## src/common/flash_cmd_map.svh

```systemverilog
// Register offsets, field positions, reset values and constants of the flash command sequencer.
// Assumes inclusion by bare name ahead of a module that reads the APB byte address.
`ifndef FLASH_CMD_MAP_SVH
`define FLASH_CMD_MAP_SVH

// ****************************************************************
// Register byte offsets
// ****************************************************************
`define OFS_STATUS 12'h000
`define OFS_INDEX 12'h004
`define OFS_PARAM 12'h008
`define OFS_SECURITY 12'h00c
`define OFS_PROT 12'h010
`define OFS_MODE 12'h014
`define OFS_MARGIN 12'h018

// ****************************************************************
// Status field positions
// ****************************************************************
`define ST_DONE 7
`define ST_ACCESS_ERR 5
`define ST_PROT_VIOL 4
`define ST_MG1 1
`define ST_MG0 0

// ****************************************************************
// Security and protection fields
// ****************************************************************
`define SEC_SECURED 0
`define SEC_BDEN_LO 2
`define PROT_EN 31
`define PROT_EE 30

// ****************************************************************
// Reset values
// ****************************************************************
`define RST_BDEN 2'h2
`define RST_MODE 4'hf
`define RST_PROT_BASE 24'hffffff

// ****************************************************************
// Opcodes, index values, margin levels
// ****************************************************************
`define OP_SECTOR_ERASE 8'h0a
`define OP_UNSECURE 8'h0b
`define OP_BACKDOOR 8'h0c
`define OP_USER_MARGIN 8'h0d
`define IDX_SECTOR 3'h1
`define IDX_UNSECURE 3'h0
`define IDX_BACKDOOR 3'h4
`define IDX_MARGIN 3'h2
`define BDEN_ON 2'h2
`define MARGIN_MAX 16'h0002

// ****************************************************************
// Address map
// ****************************************************************
`define PF_LO 24'hfc0000
`define PF_HI 24'hffffff
`define EE_LO 24'h100000
`define EE_HI 24'h1007ff
`define SECTOR_MASK 24'hfffe00
`define KEY_ADDR 24'hfffe00

`endif

```

## src/common/flash_cmd_pkg.sv

```systemverilog
// Types shared by the flash command sequencer and its bench.
// Assumes nothing of its surroundings.
package flash_cmd_pkg;

    typedef enum logic [1:0] {
        ST_IDLE = 2'h0,
        ST_CHECK = 2'h1,
        ST_ERASE = 2'h3,
        ST_KEY = 2'h2
    } seq_state_t;

    typedef struct packed {
        logic req;
        logic all;
        logic [23:0] addr;
    } flash_req_t;

    typedef struct packed {
        logic done;
        logic verifyErr;
        logic verifyFatal;
    } flash_rsp_t;

    typedef struct packed {
        seq_state_t state;
        logic cmdCompleteFlag;
        logic accessErrorFlag;
        logic protectionViolationFlag;
        logic verifyErrorFlag;
        logic verifyFatalErrorFlag;
        logic [2:0] paramSlotIndex;
        logic [4:0][15:0] cmdParamArray;
        logic secured;
        logic [1:0] backdoorEnableField;
        logic keyLocked;
        logic protEn;
        logic eeProt;
        logic [23:0] protBase;
        logic [3:0] modeAllow;
        logic [1:0] pfMargin;
        logic [1:0] eeMargin;
        flash_req_t flashReq;
        logic [31:0] prdata;
        logic pslverr;
    } seq_regs_t;

endpackage : flash_cmd_pkg

```

## src/flash_cmd_seq.sv

```systemverilog
// Flash command sequencer: sector erase, unsecure, backdoor key, user margin.
// Assumes an APB master on clk, a flash array that answers erase requests with a done pulse,
// and the stored backdoor key presented on storedKey.
//
// The implementer's own choices: the APB register port and the register addresses.
`timescale 1ns/1ps
`default_nettype none
`include "flash_cmd_map.svh"

// Operation
// - Erase, verify, then set complete
// - Sector erase index not 001: access error
// - Unaligned phrase address: access error
// - Protected sector: violation, no erase
// - Each verify error sets its own verify flag
// - Command disallowed in mode: access error
// - Invalid global address: access error
// - Unsecure erases all, releases on pass
// - Failed verify keeps security, sets flag
// - Unsecure index not 000: access error
// - Any protection: unsecure violation
// - Backdoor needs index 100: four keys
// - Backdoor enable field must be 10
// - All keys match: release security
// - Mismatch locks backdoor until reset
// - Margin command stores level, completes
// - Margin levels 0..2 only, else error
// - Flash margin applies to both blocks
module flash_cmd_seq
    import flash_cmd_pkg::*;
(
    input wire logic clk,
    input wire logic sys_rst,
    input wire logic psel,
    input wire logic penable,
    input wire logic pwrite,
    input wire logic [11:0] paddr,
    input wire logic [31:0] pwdata,
    output logic [31:0] prdata,
    output logic pready,
    output logic pslverr,
    input wire logic [63:0] storedKey,
    output flash_req_t flashReq,
    input wire flash_rsp_t flashRsp,
    output logic secured,
    output logic cmdCompleteFlag,
    output logic [1:0] pfReadMargin,
    output logic [1:0] eeReadMargin
);

    // ****************************************************************
    // State
    // ****************************************************************
    seq_regs_t r_q;
    seq_regs_t r_d;

    logic setup;
    logic wrAcc;
    logic mapped;
    logic [7:0] opcode;
    logic [23:0] gaddr;
    logic inPf;
    logic inEe;
    logic allowed;
    logic [63:0] keyIn;
    logic [31:0] rdMux;

    assign setup = psel && !penable;
    assign wrAcc = psel && penable && pwrite;
    assign opcode = r_q.cmdParamArray[0][15:8];
    assign gaddr = {r_q.cmdParamArray[0][7:0], r_q.cmdParamArray[1]};
    assign inPf = (gaddr >= `PF_LO) && (gaddr <= `PF_HI);
    assign inEe = (gaddr >= `EE_LO) && (gaddr <= `EE_HI);
    assign keyIn = {r_q.cmdParamArray[1], r_q.cmdParamArray[2], r_q.cmdParamArray[3], r_q.cmdParamArray[4]};

    // ****************************************************************
    // Mode permission per opcode
    // ****************************************************************
    always_comb begin
        case (opcode)
            `OP_SECTOR_ERASE: allowed = r_q.modeAllow[0];
            `OP_UNSECURE: allowed = r_q.modeAllow[1];
            `OP_BACKDOOR: allowed = r_q.modeAllow[2];
            `OP_USER_MARGIN: allowed = r_q.modeAllow[3];
            default: allowed = 1'b0;
        endcase
    end

    // ****************************************************************
    // Read mux
    // ****************************************************************
    always_comb begin
        rdMux = 32'h0;
        mapped = 1'b1;
        case (paddr)
            `OFS_STATUS: begin
                rdMux[`ST_DONE] = r_q.cmdCompleteFlag;
                rdMux[`ST_ACCESS_ERR] = r_q.accessErrorFlag;
                rdMux[`ST_PROT_VIOL] = r_q.protectionViolationFlag;
                rdMux[`ST_MG1] = r_q.verifyErrorFlag;
                rdMux[`ST_MG0] = r_q.verifyFatalErrorFlag;
            end
            `OFS_INDEX: rdMux[2:0] = r_q.paramSlotIndex;
            `OFS_PARAM: begin
                if (r_q.paramSlotIndex <= 3'h4) begin
                    rdMux[15:0] = r_q.cmdParamArray[r_q.paramSlotIndex];
                end
            end
            `OFS_SECURITY: begin
                rdMux[`SEC_SECURED] = r_q.secured;
                rdMux[`SEC_BDEN_LO +: 2] = r_q.backdoorEnableField;
            end
            `OFS_PROT: rdMux = {r_q.protEn, r_q.eeProt, 6'h0, r_q.protBase};
            `OFS_MODE: rdMux[3:0] = r_q.modeAllow;
            `OFS_MARGIN: rdMux[3:0] = {r_q.eeMargin, r_q.pfMargin};
            default: mapped = 1'b0;
        endcase
    end

    // ****************************************************************
    // Next state
    // ****************************************************************
    always_comb begin
        r_d = r_q;
        // APB read data and error captured in the setup cycle
        if (setup) begin
            r_d.prdata = pwrite ? 32'h0 : rdMux;
            r_d.pslverr = !mapped;
        end
        // Register writes
        if (wrAcc && mapped) begin
            case (paddr)
                `OFS_STATUS: begin
                    // Access error and protection violation flags clear by writing one
                    if (pwdata[`ST_ACCESS_ERR]) begin
                        r_d.accessErrorFlag = 1'b0;
                    end
                    if (pwdata[`ST_PROT_VIOL]) begin
                        r_d.protectionViolationFlag = 1'b0;
                    end
                    // Launch only from idle with no pending errors
                    if (pwdata[`ST_DONE] && r_q.cmdCompleteFlag && r_q.state == ST_IDLE
                            && !r_q.accessErrorFlag && !r_q.protectionViolationFlag) begin
                        r_d.cmdCompleteFlag = 1'b0;
                        r_d.verifyErrorFlag = 1'b0;
                        r_d.verifyFatalErrorFlag = 1'b0;
                        r_d.state = ST_CHECK;
                    end
                end
                `OFS_INDEX: begin
                    if (r_q.cmdCompleteFlag) begin
                        r_d.paramSlotIndex = pwdata[2:0];
                    end
                end
                `OFS_PARAM: begin
                    if (r_q.cmdCompleteFlag && r_q.paramSlotIndex <= 3'h4) begin
                        r_d.cmdParamArray[r_q.paramSlotIndex] = pwdata[15:0];
                    end
                end
                `OFS_SECURITY: begin
                    if (r_q.cmdCompleteFlag) begin
                        r_d.backdoorEnableField = pwdata[`SEC_BDEN_LO +: 2];
                    end
                end
                `OFS_PROT: begin
                    if (r_q.cmdCompleteFlag) begin
                        r_d.protEn = pwdata[`PROT_EN];
                        r_d.eeProt = pwdata[`PROT_EE];
                        r_d.protBase = pwdata[23:0];
                    end
                end
                `OFS_MODE: begin
                    if (r_q.cmdCompleteFlag) begin
                        r_d.modeAllow = pwdata[3:0];
                    end
                end
                default: begin
                end
            endcase
        end
        // Command sequencer
        case (r_q.state)
            ST_IDLE: begin
            end
            ST_CHECK: begin
                r_d.state = ST_IDLE;
                r_d.cmdCompleteFlag = 1'b1;
                case (opcode)
                    `OP_SECTOR_ERASE: begin
                        if (r_q.paramSlotIndex != `IDX_SECTOR) begin
                            r_d.accessErrorFlag = 1'b1;
                        end else if (!allowed) begin
                            r_d.accessErrorFlag = 1'b1;
                        end else if (!inPf) begin
                            r_d.accessErrorFlag = 1'b1;
                        end else if (gaddr[2:0] != 3'h0) begin
                            r_d.accessErrorFlag = 1'b1;
                        end else if (r_q.protEn && ((gaddr & `SECTOR_MASK) >= (r_q.protBase & `SECTOR_MASK))) begin
                            r_d.protectionViolationFlag = 1'b1;
                        end else begin
                            r_d.cmdCompleteFlag = 1'b0;
                            r_d.state = ST_ERASE;
                            r_d.flashReq.req = 1'b1;
                            r_d.flashReq.all = 1'b0;
                            r_d.flashReq.addr = gaddr & `SECTOR_MASK;
                        end
                    end
                    `OP_UNSECURE: begin
                        if (r_q.paramSlotIndex != `IDX_UNSECURE || !allowed) begin
                            r_d.accessErrorFlag = 1'b1;
                        end else if (r_q.protEn || r_q.eeProt) begin
                            r_d.protectionViolationFlag = 1'b1;
                        end else begin
                            r_d.cmdCompleteFlag = 1'b0;
                            r_d.state = ST_ERASE;
                            r_d.flashReq.req = 1'b1;
                            r_d.flashReq.all = 1'b1;
                            r_d.flashReq.addr = 24'h0;
                        end
                    end
                    `OP_BACKDOOR: begin
                        if (r_q.paramSlotIndex != `IDX_BACKDOOR || !allowed) begin
                            r_d.accessErrorFlag = 1'b1;
                        end else if (r_q.backdoorEnableField != `BDEN_ON) begin
                            r_d.accessErrorFlag = 1'b1;
                        end else if (r_q.keyLocked) begin
                            r_d.accessErrorFlag = 1'b1;
                        end else begin
                            r_d.cmdCompleteFlag = 1'b0;
                            r_d.state = ST_KEY;
                        end
                    end
                    `OP_USER_MARGIN: begin
                        if (r_q.paramSlotIndex != `IDX_MARGIN || !allowed) begin
                            r_d.accessErrorFlag = 1'b1;
                        end else if (!inPf && !inEe) begin
                            r_d.accessErrorFlag = 1'b1;
                        end else if (r_q.cmdParamArray[2] > `MARGIN_MAX) begin
                            r_d.accessErrorFlag = 1'b1;
                        end else if (inPf) begin
                            r_d.pfMargin = r_q.cmdParamArray[2][1:0];
                            r_d.eeMargin = r_q.cmdParamArray[2][1:0];
                        end else begin
                            r_d.eeMargin = r_q.cmdParamArray[2][1:0];
                        end
                    end
                    default: r_d.accessErrorFlag = 1'b1;
                endcase
            end
            ST_ERASE: begin
                if (flashRsp.done) begin
                    r_d.flashReq.req = 1'b0;
                    r_d.verifyErrorFlag = flashRsp.verifyErr;
                    r_d.verifyFatalErrorFlag = flashRsp.verifyFatal;
                    if (r_q.flashReq.all && !flashRsp.verifyErr) begin
                        r_d.secured = 1'b0;
                    end
                    r_d.cmdCompleteFlag = 1'b1;
                    r_d.state = ST_IDLE;
                end
            end
            ST_KEY: begin
                // Key 0 is the word at the stored key base
                if (keyIn == storedKey) begin
                    r_d.secured = 1'b0;
                end else begin
                    r_d.accessErrorFlag = 1'b1;
                    r_d.keyLocked = 1'b1;
                end
                r_d.cmdCompleteFlag = 1'b1;
                r_d.state = ST_IDLE;
            end
            default: r_d.state = ST_IDLE;
        endcase
    end

    // ****************************************************************
    // Registers
    // ****************************************************************
    always_ff @(posedge clk) begin
        if (sys_rst) begin
            r_q <= '0;
            r_q.state <= ST_IDLE;
            r_q.cmdCompleteFlag <= 1'b1;
            r_q.secured <= 1'b1;
            r_q.backdoorEnableField <= `RST_BDEN;
            r_q.modeAllow <= `RST_MODE;
            r_q.protBase <= `RST_PROT_BASE;
        end else begin
            r_q <= r_d;
        end
    end

    // ****************************************************************
    // Outputs
    // ****************************************************************
    assign prdata = r_q.prdata;
    assign pslverr = r_q.pslverr;
    assign pready = 1'b1;
    assign flashReq = r_q.flashReq;
    assign secured = r_q.secured;
    assign cmdCompleteFlag = r_q.cmdCompleteFlag;
    assign pfReadMargin = r_q.pfMargin;
    assign eeReadMargin = r_q.eeMargin;

endmodule : flash_cmd_seq
`default_nettype wire

```

## config.mk

```make
export PLATFORM = sky130hd
export DESIGN_NAME = flash_cmd_seq
export DESIGN_NICKNAME = d
export VERILOG_FILES = /design/src/common/flash_cmd_pkg.sv /design/src/flash_cmd_seq.sv
export VERILOG_INCLUDE_DIRS = /design/src /design/src/common
export SDC_FILE = /design/constraint.sdc
export NUM_CORES = 1
export LEC_CHECK = 0
export ABC_AREA = 1
export BUFFER_PORTS_ARGS = -buffer_cell sky130_fd_sc_hd__buf_2
export CAP_MARGIN = 10
export CELL_PAD_IN_SITES_DETAIL_PLACEMENT = 1
export CELL_PAD_IN_SITES_GLOBAL_PLACEMENT = 2
export CORE_AREA = 8 8 247 154
export CTS_CLUSTER_DIAMETER = 120
export DETAILED_ROUTE_END_ITERATION = 10
export DIE_AREA = 0 0 255 162
export PLACE_DENSITY_LB_ADDON = 0.05
export SKIP_CTS_REPAIR_TIMING = 1
export SLEW_MARGIN = 40
export SYNTH_ARGS = -nofsm -noshare
export SYNTH_HDL_FRONTEND = slang
export SYNTH_SLANG_ARGS = --single-unit
```

## constraint.sdc

```tcl
create_clock -name clk -period 2 [get_ports clk]
set_clock_uncertainty 0.15 [all_clocks]
set_input_delay 0.4 -clock clk [delete_from_list [all_inputs] [get_ports clk]]
set_output_delay 0.4 -clock clk [all_outputs]
set_load 0.01 [all_outputs]
```

==> flow_metrics.py, run 1 <==
metrics = {
    "floorplan": {
        "rows": 53,
        "die_h_um": 162,
        "start_util_pct": 27.7,
        "die_w_um": 255,
        "die_area_um2": 41300,
        "core_area_um2": 34400,
        "ioPinCount": 182,
    },
    "critical_path": {
        "crit_family": "simple AND/OR/NAND/NOR gates",
        "critical_path_class": "register to register",
        "worst-path-max-fanout": 8,
        "max_stage_delay_ns": 0.34,
        "end_kind": "register",
        "crit_path_cell_trace": "inv_1 > ha_2 > nand4_1 > nor2_2 > nand2_2 > nand3_4 > nand2_4 > nand3_4 > nand2_4 > nand2_4 > clkbuf_16 > nand2_4 > a21oi_2",
        "critPathBufInv": 2,
        "crit_required_ns": 2.23,
        "path_common_cell": "nand2_4",
        "worst_path_max_delay_cell": "ha_2",
        "cp.arrival_ns": 2.33,
        "critPathLaunchType": "register",
    },
    "sta": {
        "rsz0062_at_grt": "true",
        "whs_ns": 0.0225,
        "slew_violations": 0,
        "finalCritPeriodShare_pct": 105,
        "hold_viol_final": 0,
        "finalWorstPathRequiredPeriod_ns": 2.10,
        "setup_violations": 17,
        "setup_ws_ns": -0.104,
        "max_freq_ghz": 0.475,
    },
    "clock_tree": {
        "clockBufferDepth": 2,
        "clkSinkCount": 172,
        "clk_pin_slew_ns": 0.07,
        "cts_root_buf": "clkbuf_16",
        "cts_max_level": 4,
        "cts_tree": "done",
        "cts_buffers": 17,
        "worstSkewPairLatency_ns": 0.45,
    },
    "final_layout": {
        "finalNetCount": 1736,
        "drive_gt1_share_pct": 39.6,
        "area_growth_pct": 42.1,
        "finalInstanceArea_um2": 13500,
        "antenna_cells": 0,
        "final_core_util_pct": 39.3,
    },
    "synth": {
        "ys_ff_latch": 172,
        "synth.distinct_cells": 43,
        "netlist_area_um2": 9500,
        "ys_seq_area_share_pct": 36.2,
        "synth_edf_count": 0,
        "synth_flop_cell": "dfxtp_1",
        "synth-async-reset-ratio_pct": 0,
        "synth_area_per_cell_um2": 7.07,
        "yosysWarningCount": 0,
        "syn-instance-count": 1344,
    },
    "drt": {
        "via_count": 9931,
        "viasPerCell": 4.77,
        "first_iter_violations": 584,
        "postRouteAntennaNets": 0,
        "drt-wirelength-per-cell_um": 20.7,
        "dr.pass1.iters": 4,
        "finalWirelength_mm": 43.2,
        "drc": 0,
    },
    "pwr": {
        "p_leak_nw": 5.78,
        "ir_worst_vdd_uv": 561,
        "p_per_area_nw_per_um2": 556,
        "total_power_w": 0.00751,
    },
    "placed_design": {
        "pre_cts_ws_ns": -0.498,
        "io_buffer_count": 159,
        "placed_area_um2": 11900,
        "place_congestion": 0.851,
        "place_hpwl_mm": 33.5,
    },
    "global_routing": {
        "grt_pass1_wl_mm": 64.2,
        "globalRouteOverflowTotal": 0,
        "antenna_found_initial": 1,
        "grt_pass1_vias": 10200,
        "grt_start_max_net_pins": 72,
        "grtUsageTotal_pct": 20.5,
    },
    "outcome": {
        "status": "finished with violations",
        "violations": "negative setup slack",
    },
    "run": {
        "maxCapViolCount": 0,
    },
    "worst_hold_path": {
        "hp-class": "input pin to register",
    },
}
## placed cells by master (no fill, tap or decap), types with 8 or more instances in the layout
| cell | Yosys | final |
|---|---|---|
| nor2_1 | 189 | 163 |
| inv_1 | 104 | 83 |
| nand3_1 | 44 | 31 |
| nand2_4 | 1 | 15 |
| clkbuf_16 | 0 | 19 |
| nor2_4 | 6 | 14 |
| nor2_2 | 3 | 21 |
| nand2_2 | 1 | 24 |
| nor3_1 | 79 | 13 |
| buf_2 | 8 | 159 |
| xnor2_1 | 49 | 47 |
| nand2_1 | 217 | 180 |
| buf_6 | 8 | 8 |
| ha_4 | 0 | 13 |
| xor2_1 | 9 | 9 |
| dfxtp_1 | 172 | 142 |
| a21oi_2 | 0 | 16 |
| conb_1 | 2 | 16 |
| buf_12 | 0 | 14 |
| buf_4 | 67 | 163 |
| o211ai_1 | 11 | 11 |
| nand4_1 | 36 | 36 |
| o21ai_1 | 15 | 18 |
| a21oi_1 | 92 | 76 |
| nor3_2 | 2 | 66 |
| o21ai_0 | 126 | 120 |
| dfxtp_2 | 0 | 27 |
| nand3_2 | 4 | 12 |
| inv_2 | 2 | 19 |
## Yosys cell counts, types with 3 or more instances
cell / instances / area [um^2]
o21ai_1: 15 / 75.1
clkbuf_1: 36 / 135
buf_6: 8 / 90.1
a21oi_1: 92 / 460
nand4_1: 36 / 225
nand3_2: 4 / 40.0
nand3_1: 44 / 220
buf_2: 8 / 40.0
nor3_1: 79 / 395
a22oi_1: 9 / 67.6
o211ai_1: 11 / 82.6
buf_4: 67 / 503
o21ai_0: 126 / 631
o221ai_1: 3 / 26.3
a221oi_1: 5 / 43.8
nor2_1: 189 / 709
xnor2_1: 49 / 429
inv_1: 104 / 390
xor2_1: 9 / 78.8
nand2_1: 217 / 815
buf_1: 5 / 18.8
nor2_2: 3 / 18.8
nor2_4: 6 / 67.6
dfxtp_1: 172 / 3440
ha_1: 20 / 250
## logic make-up after synthesis
group	Yosys count	synth area share, %
flops	172	36.2
xor+xnor	58	5.35
buf+inv	230	12.5
simple gates	590	27.7
compound gates	272	15.5
other cells	2	0.0790
fa+ha+maj	20	2.63
## report_power, final
group	switching, W	total (W)	leakage, nW	internal (W)
clock network	0.00151	0.00361	0.302	0.00210
registers	0.00000200	0.00342	1.39	0.00342
logic	0.000297	0.000477	4.09	0.000180
total	0.00181	0.00751	5.78	0.00570
## path summary, 6_finish.rpt
check                                   end  cells after the start               startpoint  slack [ns]
hold reg to reg     prdata[30]$_SDFFE_PP0P_                      2  prdata[30]$_SDFFE_PP0P_        0.31
setup / recovery  flashReq[22]$_SDFFE_PP0P_                     13     r_q[83]$_SDFFE_PP1P_       -0.10
hold / removal         r_q[88]$_SDFFE_PP1P_                      3               pwdata[21]        0.02
setup reg to reg  flashReq[22]$_SDFFE_PP0P_                     13     r_q[83]$_SDFFE_PP1P_       -0.10
## through the flow
step / setup TNS [ns] / cells
final: -1.19 / 2080
after CTS: -6.34 / 2060
after floorplan: -0.261 / 1358
after detailed placement: -39.72 / 2028
after global routing: -3.73 / 2080
after global placement: -30.81 / 2028
## per-layer routing
metal | vias to the layer above | wire length, um | track usage (%)
met2 | 183 | 18500 | 30.9
li1 | 4886 | - | -
met1 | 4827 | 22300 | 30.4
met5 | - | 9 | 0
met4 | 2 | 528 | 3.58
met3 | 33 | 1840 | 3.67
## final cells by class
type | instances | area (um^2)
Fill cell | 4206 | 20900
Sequential cell | 172 | 3490
Clock inverter | 10 | 138
Timing Repair Buffer | 347 | 2450
Multi-Input combinational cell | 956 | 5940
Clock buffer | 22 | 484
Tap cell | 467 | 584
Inverter | 106 | 409
## worst reg2reg max path: stages (launching register included)
cell	delay [ns]
dfxtp_2	0.32
inv_1	0.07
ha_2	0.34
nand4_1	0.11
nor2_2	0.17
nand2_2	0.08
nand3_4	0.10
nand2_4	0.07
nand3_4	0.06
nand2_4	0.09
nand2_4	0.11
clkbuf_16	0.19
nand2_4	0.05
a21oi_2	0.11
Note: power is estimated with default switching activity, not from simulation.
==> run 2: changes to the inputs <==
- MAX_ROUTING_LAYER: not set -> met4
==> run 2 against run 1 <==
Effect of this change:
- the flow still finishes with violations (negative setup slack)
- clock-buffer cell count unchanged
- sequential power hardly changed
- fmax about the same
- worst hold slack worse by 0.0045 ns
- cell count unchanged
- setup slack hardly changed
- critical path depth is the same
==> flow_metrics.py, run 2 (same netlist as run 1, synthesis figures left out) <==
metrics = {
    "final_layout": {
        "drive_gt1_share_pct": 39.5,
        "area_growth_pct": 42.1,
        "multiInputGateArea_um2": 5940,
        "num-fill-cells": 4207,
        "most-common-layout-cells": "nand2_1 (180), nor2_1 (163), buf_4 (162)",
        "finalNetCount": 1735,
        "seq_area_um2": 3490,
        "final_common_cell": "nand2_1",
        "finalInstanceArea_um2": 13500,
    },
    "worst_hold_path": {
        "hp-class": "input pin to register",
    },
    "global_routing": {
        "grt_pass1_vias": 10200,
        "antenna_found_initial": 1,
        "globalRouteOverflowTotal": 0,
        "grt_pass1_wl_mm": 64.2,
        "grt_start_max_net_pins": 72,
        "grtUsageTotal_pct": 21.1,
    },
    "floorplan": {
        "die_h_um": 162,
        "ioPinCount": 182,
        "die_area_um2": 41300,
        "rows": 53,
        "die_w_um": 255,
        "core_area_um2": 34400,
        "start_util_pct": 27.7,
    },
    "critical_path": {
        "crit_required_ns": 2.24,
        "critPathLaunchType": "register",
        "rr_startpoint": "r_q[83]$_SDFFE_PP1P_",
        "critical_path_class": "register to register",
        "ff2ff_setup_slack_ns": -0.10,
        "endpoint": "flashReq[12]$_SDFFE_PP0P_",
        "reg2regPathDepth": 13,
        "crit-reg2reg-capture": "flashReq[12]$_SDFFE_PP0P_",
        "end_kind": "register",
        "worstSetupStartpoint": "r_q[83]$_SDFFE_PP1P_",
        "cp.arrival_ns": 2.34,
        "worst-path-max-fanout": 8,
    },
    "drt": {
        "first_iter_violations": 573,
        "viasPerCell": 4.79,
        "finalWirelength_mm": 43.2,
        "via_count": 9955,
        "postRouteAntennaNets": 0,
        "dr.pass1.iters": 5,
        "drt-wirelength-per-cell_um": 20.8,
        "drc": 0,
    },
    "run": {
        "maxCapViolCount": 0,
    },
    "sta": {
        "max_freq_ghz": 0.475,
        "finalCritPeriodShare_pct": 105,
        "finalWorstPathRequiredPeriod_ns": 2.10,
        "fin_tns_setup_ns": -1.17,
        "setup_ws_ns": -0.104,
        "hold_viol_final": 0,
        "setup_violations": 17,
        "rsz0062_at_grt": "true",
        "slew_violations": 0,
    },
    "clock_tree": {
        "clk_pin_slew_ns": 0.07,
        "clockBufferDepth": 2,
        "cts_root_buf": "clkbuf_16",
        "cts_buffers": 17,
        "clkSinkCount": 172,
        "cts_tree": "done",
        "worstSkewPairLatency_ns": 0.45,
        "cts_max_level": 4,
    },
    "placed_design": {
        "place_congestion": 0.864,
        "pre_cts_ws_ns": -0.498,
        "place_hpwl_mm": 33.5,
        "io_buffer_count": 159,
        "placed_area_um2": 11900,
    },
    "pwr": {
        "p_per_area_nw_per_um2": 557,
        "ir_worst_vdd_uv": 572,
        "p_leak_nw": 5.78,
    },
    "outcome": {
        "violations": "negative setup slack",
        "status": "finished with violations",
    },
}
[run 2: cell types whose count changed in the layout (fill, tap and decap cells not counted), sizes merged]
cell / change
diode: +1
buf: -1
[run 2: layout make-up]
class	count	share of cell area [%]
multi-input combinational	956	44.0
sequential	172	25.8
timing repair buffer	346	18.1
tap	467	4.33
clock buffer	22	3.59
inverter	106	3.03
clock inverter	10	1.02
antenna	1	0.0185
[run 2: worst max-delay path, stage by stage (launching register included)]
cell and delay (ns):
dfxtp_2 0.32, inv_1 0.07, ha_2 0.34, nand4_1 0.11, nor2_2 0.17, nand2_2 0.08
nand3_4 0.10, nand2_4 0.07, nand3_4 0.06, nand2_4 0.09, nand2_4 0.11, clkbuf_16 0.19
nand2_4 0.05, a21oi_2 0.12
[run 2: power breakdown]
part | internal, W | total, W | switching [W]
logic | 0.000180 | 0.000477 | 0.000297
registers | 0.00342 | 0.00342 | 0.00000200
clock network | 0.00210 | 0.00361 | 0.00151
total | 0.00570 | 0.00751 | 0.00181
[run 2: through the flow]
stage | power [W] | std cells | util, % | hold slack [ns]
2_1_floorplan | 0.00372 | 1358 | - | 0.280
3_3_place_gp | 0.00397 | 2028 | 34.7 | 0.297
3_5_place_dp | 0.00398 | 2028 | 34.7 | 0.299
4_1_cts | 0.00760 | 2060 | 36.5 | -0.00331
5_1_grt | 0.00778 | 2080 | 39.3 | 0.0234
6_report | 0.00751 | 2080 | 39.3 | 0.0180
[run 2: how the worst min path moves through the flow]
stage | from | end | slack [ns] | depth (start not counted)
after detailed placement | flashReq[23]$_SDFFE_PP0P_ | flashReq[23]$_SDFFE_PP0P_ | 0.30 | 2
after floorplan | r_q[93]$_SDFFE_PP0P_ | r_q[93]$_SDFFE_PP0P_ | 0.28 | 2
final | pwdata[20] | r_q[87]$_SDFFE_PP1P_ | 0.02 | 3
after global placement | flashReq[19]$_SDFFE_PP0P_ | flashReq[19]$_SDFFE_PP0P_ | 0.30 | 2
after CTS | pwdata[20] | r_q[87]$_SDFFE_PP1P_ | -0.003 | 3
after global routing | pwdata[16] | r_q[83]$_SDFFE_PP1P_ | 0.02 | 3
[run 2: metal layers]
| metal | track usage, % | share of wire, % | wire (um) | up-vias |
|---|---|---|---|---|
| li1 | - | - | - | 4886 |
| met1 | 30.6 | 52 | 22400 | 4855 |
| met2 | 30.8 | 43 | 18600 | 188 |
| met3 | 3.48 | 4.0 | 1720 | 26 |
| met4 | 3.58 | 1.1 | 491 | 0 |
| met5 | - | 0 | 0 | - |
